==> src/hdl/rwd_defs.vh <==
`ifndef RWD_DEFS_VH
`define RWD_DEFS_VH

// Register indices on the plain register port
`define RWD_ADDR_OPTION      4'h0
`define RWD_ADDR_STATUS      4'h1
`define RWD_ADDR_COUNT_LO    4'h2
`define RWD_ADDR_COUNT_MID   4'h3
`define RWD_ADDR_COUNT_HI    4'h4

// Option register fields
`define RWD_OPT_RATIO_LSB    0
`define RWD_OPT_RATIO_MSB    2
`define RWD_OPT_ASSIGN_BIT   3
`define RWD_OPT_RESET        8'h00

// Status register fields
`define RWD_ST_TIMEOUT_BIT   0
`define RWD_ST_POWERDOWN_BIT 1
`define RWD_ST_ASLEEP_BIT    2
`define RWD_ST_ENABLED_BIT   3
`define RWD_ST_CAPTURED_BIT  4

// Timing: nominal period and core clock period, both in ns
`define RWD_PERIOD_NS        18000000
`define RWD_CLK_NS           10
`define RWD_RC_DIV           1

`endif

==> src/hdl/rwd_watchdog.v <==
// The register offsets and the plain strobed port were chosen for this implementation.
`timescale 1ns/1ns
`include "rwd_defs.vh"

module rwd_watchdog #(
    parameter CNT_W         = 24,
    parameter TIMEOUT_TICKS = `RWD_PERIOD_NS / `RWD_CLK_NS,
    parameter RC_DIV        = `RWD_RC_DIV
) (
    input  wire       core_clk_in,
    input  wire       reset_in,
    input  wire       watchdog_enable_fuse_in,
    input  wire       clear_watchdog_instr_in,
    input  wire       sleep_instr_in,
    input  wire [3:0] reg_addr_in,
    input  wire [7:0] reg_wdata_in,
    input  wire       reg_write_in,
    input  wire       reg_read_in,
    output reg  [7:0] reg_rdata_out,
    output reg        device_reset_out,
    output reg        wake_out,
    output wire       core_asleep_out,
    output wire       timeout_flag_out,
    output wire       powerdown_flag_out
);

    // Integer forms first, then cut to the register widths on purpose
    localparam integer     LAST_INT  = TIMEOUT_TICKS - 1;
    localparam integer     RC_INT    = RC_DIV - 1;
    localparam [CNT_W-1:0] LAST_TICK = LAST_INT[CNT_W-1:0];
    localparam [15:0]      RC_LAST   = RC_INT[15:0];

    // Fuse pin: three-stage synchroniser, caught once after reset release
    reg        fuse_s1_q;
    reg        fuse_s2_q;
    reg        fuse_s3_q;
    reg        fuse_done_q;
    reg [1:0]  fuse_fill_q;
    reg        enabled_q;

    reg [15:0]      rc_div_q;
    reg             rc_tick_q;
    reg [6:0]       pre_q;
    reg [CNT_W-1:0] watchdog_counter_q;
    reg [7:0]       option_q;
    reg             timeout_flag_q;
    reg             powerdown_flag_q;
    reg             asleep_q;

    wire       restart;
    wire [2:0] ratio;
    wire       pre_assigned;
    wire [6:0] pre_mask;
    wire       pre_tick;
    wire       expire;

    assign restart      = clear_watchdog_instr_in | sleep_instr_in;
    assign ratio        = option_q[`RWD_OPT_RATIO_MSB:`RWD_OPT_RATIO_LSB];
    assign pre_assigned = option_q[`RWD_OPT_ASSIGN_BIT];
    // Mask of low prescaler bits that must all be one; empty mask is 1:1
    assign pre_mask     = pre_assigned ? ~(7'h7f << ratio) : 7'h00;
    assign pre_tick     = rc_tick_q && ((pre_q & pre_mask) == pre_mask);
    // A restart in the expiry cycle wins, so clear and sleep never race a pulse
    assign expire       = enabled_q && pre_tick && !restart
                          && (watchdog_counter_q == LAST_TICK);

    assign core_asleep_out    = asleep_q;
    assign timeout_flag_out   = timeout_flag_q;
    assign powerdown_flag_out = powerdown_flag_q;

    always @(posedge core_clk_in or posedge reset_in)
    begin
        if (reset_in)
        begin
            fuse_s1_q   <= 1'b0;
            fuse_s2_q   <= 1'b0;
            fuse_s3_q   <= 1'b0;
            fuse_done_q <= 1'b0;
            fuse_fill_q <= 2'h0;
            enabled_q   <= 1'b0;
        end
        else
        begin
            fuse_s1_q <= watchdog_enable_fuse_in;
            fuse_s2_q <= fuse_s1_q;
            fuse_s3_q <= fuse_s2_q;
            // Stages two and three hold pin samples only from the third edge on
            if (fuse_fill_q != 2'h3)
                fuse_fill_q <= fuse_fill_q + 2'h1;
            // Waiting for a full pipe keeps the reset zeros from passing as an agreed off
            // A programmed-off fuse keeps the watchdog dead until the next reset
            if (!fuse_done_q && (fuse_fill_q == 2'h3) && (fuse_s2_q == fuse_s3_q))
            begin
                fuse_done_q <= 1'b1;
                enabled_q   <= fuse_s3_q;
            end
        end
    end

    // Free-running oscillator tick; it never looks at sleep or the core clock gate
    // RC_DIV above one models an oscillator slower than the core clock
    always @(posedge core_clk_in or posedge reset_in)
    begin
        if (reset_in)
        begin
            rc_div_q  <= 16'h0000;
            rc_tick_q <= 1'b0;
        end
        else if (rc_div_q == RC_LAST)
        begin
            rc_div_q  <= 16'h0000;
            rc_tick_q <= 1'b1;
        end
        else
        begin
            rc_div_q  <= rc_div_q + 16'h0001;
            rc_tick_q <= 1'b0;
        end
    end

    always @(posedge core_clk_in or posedge reset_in)
    begin
        if (reset_in)
        begin
            pre_q              <= 7'h00;
            watchdog_counter_q <= {CNT_W{1'b0}};
        end
        // A restart or a dead watchdog holds prescaler and counter at zero
        else if (restart || !enabled_q)
        begin
            pre_q              <= 7'h00;
            watchdog_counter_q <= {CNT_W{1'b0}};
        end
        else if (rc_tick_q)
        begin
            // Prescaler runs only when assigned; unassigned it stays at zero
            pre_q <= pre_assigned ? (pre_tick ? 7'h00 : pre_q + 7'h01) : 7'h00;
            if (pre_tick)
            begin
                if (expire)
                    watchdog_counter_q <= {CNT_W{1'b0}};
                else
                    watchdog_counter_q <= watchdog_counter_q + {{(CNT_W-1){1'b0}}, 1'b1};
            end
        end
    end

    always @(posedge core_clk_in or posedge reset_in)
    begin
        if (reset_in)
        begin
            timeout_flag_q   <= 1'b1;
            powerdown_flag_q <= 1'b1;
            asleep_q         <= 1'b0;
            device_reset_out <= 1'b0;
            wake_out         <= 1'b0;
        end
        else
        begin
            // The sleep state picks which of the two pulses an expiry gives
            device_reset_out <= expire && !asleep_q;
            wake_out         <= expire && asleep_q;
            if (expire)
                asleep_q <= 1'b0;
            else if (sleep_instr_in)
                asleep_q <= 1'b1;
            // A clear blocks expiry in its own cycle, so a clear always sets the flag
            if (expire)
                timeout_flag_q <= 1'b0;
            else if (clear_watchdog_instr_in)
                timeout_flag_q <= 1'b1;
            if (clear_watchdog_instr_in)
                powerdown_flag_q <= 1'b1;
            else if (sleep_instr_in)
                powerdown_flag_q <= 1'b0;
        end
    end

    // Option register write
    // Upper option bits are not stored and read back as zero
    always @(posedge core_clk_in or posedge reset_in)
    begin
        if (reset_in)
            option_q <= `RWD_OPT_RESET;
        else if (reg_write_in && (reg_addr_in == `RWD_ADDR_OPTION))
            option_q <= {4'h0, reg_wdata_in[3:0]};
    end

    // Read data stand in the cycle after the strobe only
    always @(posedge core_clk_in or posedge reset_in)
    begin
        if (reset_in)
            reg_rdata_out <= 8'h00;
        else if (!reg_read_in)
            reg_rdata_out <= 8'h00;
        else
        begin
            case (reg_addr_in)
                `RWD_ADDR_OPTION:    reg_rdata_out <= option_q;
                `RWD_ADDR_STATUS:    reg_rdata_out <= {3'h0, fuse_done_q, enabled_q,
                                                       asleep_q, powerdown_flag_q,
                                                       timeout_flag_q};
                // Counter bytes are live, so they may move between byte reads
                `RWD_ADDR_COUNT_LO:  reg_rdata_out <= watchdog_counter_q[7:0];
                `RWD_ADDR_COUNT_MID: reg_rdata_out <= watchdog_counter_q[15:8];
                `RWD_ADDR_COUNT_HI:  reg_rdata_out <= watchdog_counter_q[23:16];
                default:             reg_rdata_out <= 8'h00;
            endcase
        end
    end

endmodule

==> config.mk <==
export PLATFORM = sky130hd
export DESIGN_NAME = rwd_watchdog
export DESIGN_NICKNAME = d
export VERILOG_FILES = /design/src/hdl/rwd_watchdog.v
export VERILOG_INCLUDE_DIRS = /design/src /design/src/hdl
export SDC_FILE = /design/constraint.sdc
export NUM_CORES = 1
export LEC_CHECK = 0
export ABC_AREA = 0
export CORE_MARGIN = 2
export CORE_UTILIZATION = 55
export CTS_BUF_LIST = sky130_fd_sc_hd__clkbuf_16
export DETAILED_ROUTE_END_ITERATION = 10
export DONT_BUFFER_PORTS = 1
export PLACE_DENSITY = 0.7
export SLEW_MARGIN = 20
export SYNTH_ARGS = -nofsm -noshare
export SYNTH_HDL_FRONTEND = slang
export SYNTH_SLANG_ARGS = --single-unit
==> constraint.sdc <==
create_clock -name core_clk_in -period 5 [get_ports core_clk_in]
set_clock_uncertainty 0.1 [all_clocks]
set_input_delay 0.5 -clock core_clk_in [delete_from_list [all_inputs] [get_ports core_clk_in]]
set_output_delay 0.5 -clock core_clk_in [all_outputs]
set_load 0.005 [all_outputs]
==> summary.md, run 1 <==
The flow ran to the end, and the final reports show no timing, DRC or antenna violations. The maximum clock insertion buffer count was 2. Leaving out fill and tap cells, the most frequent cells in the layout are sky130_fd_sc_hd__dfrtp_1, sky130_fd_sc_hd__nor2_1, sky130_fd_sc_hd__nand2_1, sky130_fd_sc_hd__a21oi_1, sky130_fd_sc_hd__nand3_1. The detail route stage leaves a number of antenna-violating nets equal to 0. Die width: 86.38 um. The initial antenna violation count came out at 0. The startpoint identified for the worst hold timing path is watchdog_enable_fuse_in. Summed over all cells, the static leakage comes to 0.001648 uW. The tree is rooted in a sky130_fd_sc_hd__clkbuf_16. Yosys mapped a number of flops with a built-in enable equal to 0. Capturing element of the worst setup path: watchdog_counter_q[15]$_DFFE_PP0P_.

32 I/O pins were placed. For the worst flop-to-flop path, the logic depth is 5. In this run the power density over the cells is 365.1 nW/um^2. For the clock insertion delay at the later pin of the skew report, the log shows 0.34 ns. Count of unique library cells instantiated by Yosys: 53.

The DRC violation total after the first TritonRoute iteration came out at 241. For the global-route wire length before repair, the log shows 14,530 um. In the synthesized netlist, the number of instances is 378. Along the worst path, the maximum fanout reaches 32. By area the synthesized netlist is led by sky130_fd_sc_hd__dfrtp_1, sky130_fd_sc_hd__nor2_1, sky130_fd_sc_hd__a21oi_1. The clock edge transition at the registers on the reported setup and hold paths was 0.06 ns; the CTS buffer count was 9. STA classifies the critical path endpoint as a register. The tools report the detailed-route wire length as 8654 um. In this run the vertical extent of the chip is 86.38 um. The fmax was 342.9 MHz.

Using the TritonRoute via totals, the vias-per-cell ratio works out to 6.603. The proportion of netlist area held by the largest area contributor was 0.4693. Setup repair after global routing left no endpoint under its margin. The detailed-router iteration count before antenna repair was 6.

The run gives 0.2254 mV as the worst supply voltage drop on vdd. The final critical-path required period works out to 2.917 ns. CTS built an H-tree with a depth of 3. TritonCTS built the clock tree. The count of maximum capacitance violations is 0. After detailed routing, the average wire length per cell comes to 18.90 um. The quantity of gates resized following cts is 0.

The tightest min-delay check is of the primary input to register type. Fraction of registers with async set or reset after synthesis: 1.000. For the residual DRC count, the log shows 0. Entering global routing, the biggest net connects 73 pins.

At the worst endpoint, the arrival time is 3.06 ns. The total overflow left after global routing is 0. The post-synth design cell area was 3732 um^2; the total power consumption of the routed design was 1507 uW. The final critical-path share of the clock period is 0.5833. The fraction of final layout cells sized beyond drive strength 1 is 0.09524.

The post-synthesis cell type with the largest combined area is sky130_fd_sc_hd__dfrtp_1. Number of synthesized register bits: 72. The startpoint of the most critical register-to-register path is option_q[2]$_DFFE_PP0P_.

The final count of pins violating max slew is 0, and the cell row count is 30. The logs give 0.2507 for the overall routing resource usage and 0 for the number of endpoints with negative hold slack in the final report. The classification of the worst setup path is register to register.

The tools report the number of antenna diodes as 0. After the last flow step, the layout net total stands at 397. The run gives 2,984 as the number of global-route vias before repair. The dominant synthesized flop cell is sky130_fd_sc_hd__dfrtp_1.

The area growth from synthesis to layout is 10.59%. The setup slack on the worst flop-to-flop path came out at 2.08 ns. Setup violations remaining at the end of the flow were counted as 0. Hold repair after CTS inserted 0 buffers. STA classifies the critical path startpoint as a register. Post-CTS timing repair inserted 0 buffers for setup.

Routability-driven placement finished with a final weighted congestion of 0.8604. The die covers 7461 um^2. Fill cells in the final layout number 568. The Yosys step of the flow raised 0 warnings. The worst slew slack as a fraction of its limit came out at 0.2800. The run gives 0.5586 as the starting utilization of the core area.

Buffers placed on the I/O ports in this run total 0. Data on the critical path is required at its endpoint by 5.14 ns. The area of the placeable core was 6681 um^2. The commonest non-fill, non-tap cell in the layout is sky130_fd_sc_hd__dfrtp_1.

The actual slew at the worst max-slew pin was 1.065 ns; the synthesized netlist net count was 402. The mean area per synthesized cell is 9.874 um^2, and the CTS sink count is 72. The total half-perimeter wirelength after legalization and detailed placement was 5779 um; the number of vias after detailed routing was 3,024.

The fraction of the yosys area taken by sequential cells came out at 0.4834. The most critical setup path has its startpoint at option_q[2]$_DFFE_PP0P_. The worst register-to-register path ends at watchdog_counter_q[15]$_DFFE_PP0P_.

The tools report the final-layout setup total negative slack as 0 ns.
## power by group
part / switching [uW] / internal, uW
registers: 17.1 / 593
clock network: 242 / 534
logic: 93.1 / 27.6
total: 352 / 1150
## synth_stat cells (4+ instances only)
cell	number
sky130_fd_sc_hd__a22oi_1	4
sky130_fd_sc_hd__nand4b_1	6
sky130_fd_sc_hd__buf_2	6
sky130_fd_sc_hd__xor2_1	4
sky130_fd_sc_hd__a31oi_1	9
sky130_fd_sc_hd__xnor2_1	13
sky130_fd_sc_hd__nand2_1	29
sky130_fd_sc_hd__dfrtp_1	70
sky130_fd_sc_hd__ha_1	5
sky130_fd_sc_hd__nand4_1	9
sky130_fd_sc_hd__nor2_1	31
sky130_fd_sc_hd__mux2_2	5
sky130_fd_sc_hd__and3_1	9
sky130_fd_sc_hd__clkbuf_1	10
sky130_fd_sc_hd__nand2b_1	5
sky130_fd_sc_hd__inv_1	10
sky130_fd_sc_hd__a21oi_1	23
sky130_fd_sc_hd__a32o_1	4
sky130_fd_sc_hd__nor4_1	7
sky130_fd_sc_hd__o21ai_0	18
sky130_fd_sc_hd__nand3_1	19
sky130_fd_sc_hd__o41ai_1	4
sky130_fd_sc_hd__a222oi_1	8
sky130_fd_sc_hd__o211ai_1	11
sky130_fd_sc_hd__nor3_1	8
## worst min-delay path by stage
| stage | endpoint | slack [ns] | cells past startpoint |
|---|---|---|---|
| after global routing | fuse_s1_q$_DFF_PP0_ | 0.08 | 0 |
| after CTS | fuse_s1_q$_DFF_PP0_ | 0.09 | 0 |
| after global placement | fuse_s2_q$_DFF_PP0_ | 0.23 | 0 |
| after detailed placement | fuse_s2_q$_DFF_PP0_ | 0.24 | 0 |
| after floorplan | fuse_s2_q$_DFF_PP0_ | 0.23 | 0 |
| final | fuse_s1_q$_DFF_PP0_ | 0.09 | 0 |
## metrics by stage
| step | util | instances | hold WS, ns | setup slack (ns) | instance area, um^2 |
|---|---|---|---|---|---|
| 5_1_grt | 0.6178 | 458 | 0.07994 | 1.785 | 4128 |
| 3_5_place_dp | 0.5640 | 442 | 0.2356 | 2.065 | 3769 |
| 4_1_cts | 0.6178 | 458 | 0.08539 | 2.059 | 4128 |
| 6_report | 0.6178 | 458 | 0.09214 | 2.083 | 4128 |
| 3_3_place_gp | 0.5640 | 442 | 0.2343 | 2.118 | 3769 |
| 2_1_floorplan | - | 378 | 0.2312 | 2.578 | 3732 |
## registers in the layout, indices dropped and copies added (netlist names)
| signal | cells |
|---|---|
| option_q | 4 |
| enabled_q | 1 |
| fuse_fill_q | 2 |
| device_reset_out | 1 |
| reg_rdata_out | 8 |
| pre_q | 7 |
| fuse_s2_q | 1 |
| rc_div_q | 16 |
| fuse_done_q | 1 |
| fuse_s1_q | 1 |
| powerdown_flag_out | 1 |
| core_asleep_out | 1 |
| timeout_flag_out | 1 |
| rc_tick_q | 1 |
| fuse_s3_q | 1 |
| wake_out | 1 |
| watchdog_counter_q | 24 |
## layer usage
layer	up-vias	GRT usage	wire length, um
met3	16	0.06762	507
met4	0	0.1009	153
met2	103	0.3783	4010
met1	1492	0.3448	3984
met5	-	0	0
li1	1413	-	-
## logic make-up (layout without fill, tap and decap cells)
group	Yosys count	in the layout	share of synthesized area
xor gates and xnor gates	17	17	0.03989
adders and majority gates	5	5	0.01676
buffers and inverters	27	27	0.02917
and+or+nand+nor	157	157	0.2437
AOI/OAI and AO/OA	92	92	0.1639
DFF	72	72	0.4834
muxes	8	8	0.02313
## area by class of cell
cell class | instances | area (um^2) | area share
Timing Repair Buffer | 1 | 7.507 | 0.001819
Multi-Input combinational cell | 279 | 1819 | 0.4407
Sequential cell | 72 | 1804 | 0.4371
Clock buffer | 9 | 225.2 | 0.05456
Tap cell | 80 | 100.1 | 0.02425
Clock inverter | 7 | 133.9 | 0.03243
Inverter | 10 | 37.54 | 0.009094
## worst max-delay path, cell delays in order (launching register included)
cell	delay [ns]
sky130_fd_sc_hd__dfrtp_1	0.44
sky130_fd_sc_hd__or2_2	0.33
sky130_fd_sc_hd__a31oi_1	0.29
sky130_fd_sc_hd__nand2_1	0.65
sky130_fd_sc_hd__or4_2	0.85
sky130_fd_sc_hd__o21ai_0	0.17
Power figures use the tool's default switching activity.
==> run 2: changes to the inputs <==
- PLACE_DENSITY: 0.7 -> 0.73
- clock period: 5 -> 2.45 ns (I/O delays scaled with it)
==> summary.md, run 2 (synthesis gave the netlist of run 1 again) <==
The run gives 0.9291 (+8.0%) as the final RePlAce weighted congestion. The sum of buffers and inverters on the critical path came out at 1 (+1). The height of the die came out at 86.38 um (unchanged). The tools report the hold-critical path endpoint as reg_rdata_out[4]$_DFF_PP0_. The number of I/O port buffers was 0 (unchanged); the standby leakage power was 0.001767 uW (+7.2%). The residual DRC count came out at 0 (unchanged). The depth of the worst register-to-register path was 7 (+2); the overflow left after global routing was 0 (unchanged).

On the critical path the largest part of the delay comes from simple AND/OR/NAND/NOR gates. The post-layout net count was 427 (+7.6%); the final count of pins violating max slew was 0 (unchanged). The run gives 0.06 ns (-2.02 ns) as the setup slack on the worst flop-to-flop path. The signal on the critical path passes through nor3_2 -> o21ai_0 -> a31oi_1 -> nand2_2 -> buf_6 -> or4_1 -> a21oi_1.

For the I/O pin total, the log shows 32 (unchanged). The flow ran to the end, and the final reports show no timing, DRC or antenna violations. In this run the worst hold path is classified as primary input to register. The power per standard cell area is 628.4 nW/um^2 (+72%). CTS placed an instance of sky130_fd_sc_hd__clkbuf_16 at the clock tree root. The depth of the worst hold-timing path works out to 3 (+3). The worst supply voltage drop on vdd was 0.5856 mV (+160%). The count of H-tree levels built during CTS came out at 3 (unchanged). The startpoint of the most critical register-to-register path is option_q[1]$_DFFE_PP0P_. The starting utilization of the core area is 0.5586 (unchanged). The fraction of final layout cells sized beyond drive strength 1 works out to 0.1422 (+0.04692).

For the number of endpoints with negative hold slack in the final report, the log shows 0 (unchanged). The run gives 6180 um (+6.9%) as the total half-perimeter wirelength after legalization and detailed placement. In this run the critical register-to-register path is captured at watchdog_counter_q[9]$_DFFE_PP0P_.

The area of the placeable core is 6681 um^2 (unchanged). The fmax was 418.3 MHz (+22%). For the number of global-route vias before repair, the log shows 3,052 (+2.3%). Worst slew slack as a fraction of its limit: 0.4227 (+0.1427). For the clock insertion delay at the later pin of the skew report, the log shows 0.33 ns (about the same).

TritonCTS built the clock tree. The CTS sink count was 72 (unchanged); the number of nets with antenna violations after detailed routing was 0 (unchanged). The library cell used most frequently in the layout, excluding fill and tap cells, is sky130_fd_sc_hd__dfrtp_1.

The initial antenna violation count was 0 (unchanged). The overall routing resource usage is 0.2550 (+0.004366). The cell row count is 30 (unchanged), and the actual slew at the worst max-slew pin is 0.8637 ns (-0.2013 ns). The DRC violation total after the first TritonRoute iteration is 290 (+20%), and the routed length per instance is 18.49 um (-2.1%). For the arrival time at the worst endpoint, the log shows 2.54 ns (-0.52 ns). The die width was 86.38 um (unchanged). The tools report the global-route wire length before repair as 14,890 um (+2.5%). The number of vias after detailed routing was 3,192 (+5.6%). The run gives 0 (unchanged) as the number of antenna diodes.

The nature of the critical path endpoint is a register. The total power consumption of the routed design came out at 2702 uW (+79%). The worst-path maximum fanout was 22 (-31%).

The tools report the die footprint as 7461 um^2 (unchanged). The critical path startpoint was option_q[1]$_DFFE_PP0P_. The final critical-path share of the clock period is 0.9758 (+0.3924). The critical path is of the register to register type. The pin count of the biggest net entering global routing is 48 (-34%), and the clock edge transition at the registers on the reported setup and hold paths is 0.06 ns (about the same). The area growth from synthesis to layout is 15.19%. For the total setup violations reported at the end of the flow, the log shows 0 (unchanged). The largest registers in the layout are watchdog_counter_q x24, rc_div_q x16, reg_rdata_out x8.

The register containing the most flip-flops in the final layout is watchdog_counter_q. The run gives 7 (+1) as the detailed-router iteration count before antenna repair. The largest individual stage delay along the critical path comes from the cell sky130_fd_sc_hd__or4_1. The delay of the slowest cell on the worst path works out to 0.51 ns (-0.34 ns). For the maximum clock insertion buffer count, the log shows 2 (unchanged).

Via density per instance: 6.541 (-0.93%). The final critical-path required period came out at 2.391 ns (-0.5260 ns). The end-of-flow core utilization is 0.6434 (+0.02566), and the number of flip-flops in the largest register is 24 (unchanged).

The run gives 0 (unchanged) as the count of maximum capacitance violations. The run gives 9024 um (+4.3%) as the detailed-route wire length. The library cells used most frequently in the layout, excluding fill and tap cells, are sky130_fd_sc_hd__dfrtp_1, sky130_fd_sc_hd__nor2_1, sky130_fd_sc_hd__nand2_1, sky130_fd_sc_hd__a21oi_1, sky130_fd_sc_hd__buf_4.

In this run the most critical hold path is launched from reg_addr_in[0]. The tools report the required time of the critical path as 2.60 ns (-2.54 ns). The tools report the fill cell total of the finished layout as 532 (-6.3%).

STA classifies the critical path startpoint as a register. The CTS buffer count came out at 9 (unchanged).
run 2: per-stage QoR:
step | worst slack, ns | cell area (um^2) | setup TNS, ns | std cells | hold slack [ns]
detailed placement | 0.05088 | 3939 | 0 | 463 | 0.1228
global placement | 0.1813 | 3939 | 0 | 463 | 0.1122
floorplan | 0.2486 | 3732 | 0 | 378 | 0.1764
finish | 0.05940 | 4299 | 0 | 488 | 0.1374
CTS | 0.004604 | 4273 | 0 | 487 | 0.1178
global route | -0.02998 | 4299 | -0.05815 | 488 | 0.1721
run 2: final cells by class:
cell class / count / area (um^2) / share of cell area
multi-input cells: 279 / 1833 / 0.4264
flip-flops and latches: 72 / 1805 / 0.4200
inverters: 10 / 37.54 / 0.008731
repair buffers: 31 / 269.0 / 0.06257
clock inverters: 7 / 28.78 / 0.006694
well taps: 80 / 100.1 / 0.02328
clock buffers: 9 / 225.2 / 0.05239
run 2: per-layer routing:
metal	GRT usage	routed length, um	share of wire
met1	0.3411	3853	0.43
met2	0.4000	4387	0.49
met3	0.05810	561	0.062
met4	0.1108	222	0.025
met5	0	0	0
run 2: worst max path at each step:
stage                                                     to  cells after the start
after floorplan           watchdog_counter_q[22]$_DFFE_PP0P_                      7
after global routing      watchdog_counter_q[23]$_DFFE_PP0P_                      7
after global placement     watchdog_counter_q[9]$_DFFE_PP0P_                      6
final                      watchdog_counter_q[9]$_DFFE_PP0P_                      7
after CTS                  watchdog_counter_q[9]$_DFFE_PP0P_                      7
after detailed placement   watchdog_counter_q[9]$_DFFE_PP0P_                      7
run 2: worst reg2reg max path: cells and delay by family, from the launching register on:
kind	cells	cell delay, ns
AOI/OAI and AO/OA	3	0.61
and+or+nand+nor	3	0.93
DFF	1	0.46
buffers and inverters	1	0.21
run 2: report_power, final:
group	leakage, uW	switching, uW	internal (uW)
Sequential	0.000958	39.0	1210
Clock	0.000145	460	662
Combinational	0.000664	213	116
Total	0.00177	712	1990
run 2: what timing repair did:
action                                 in CTS  in global routing
endpoints found under the hold margin      33                  0
resized for setup                           0                  5
setup endpoints to repair                   0                  8
setup buffers                               0                  1
hold buffers                                8                  0
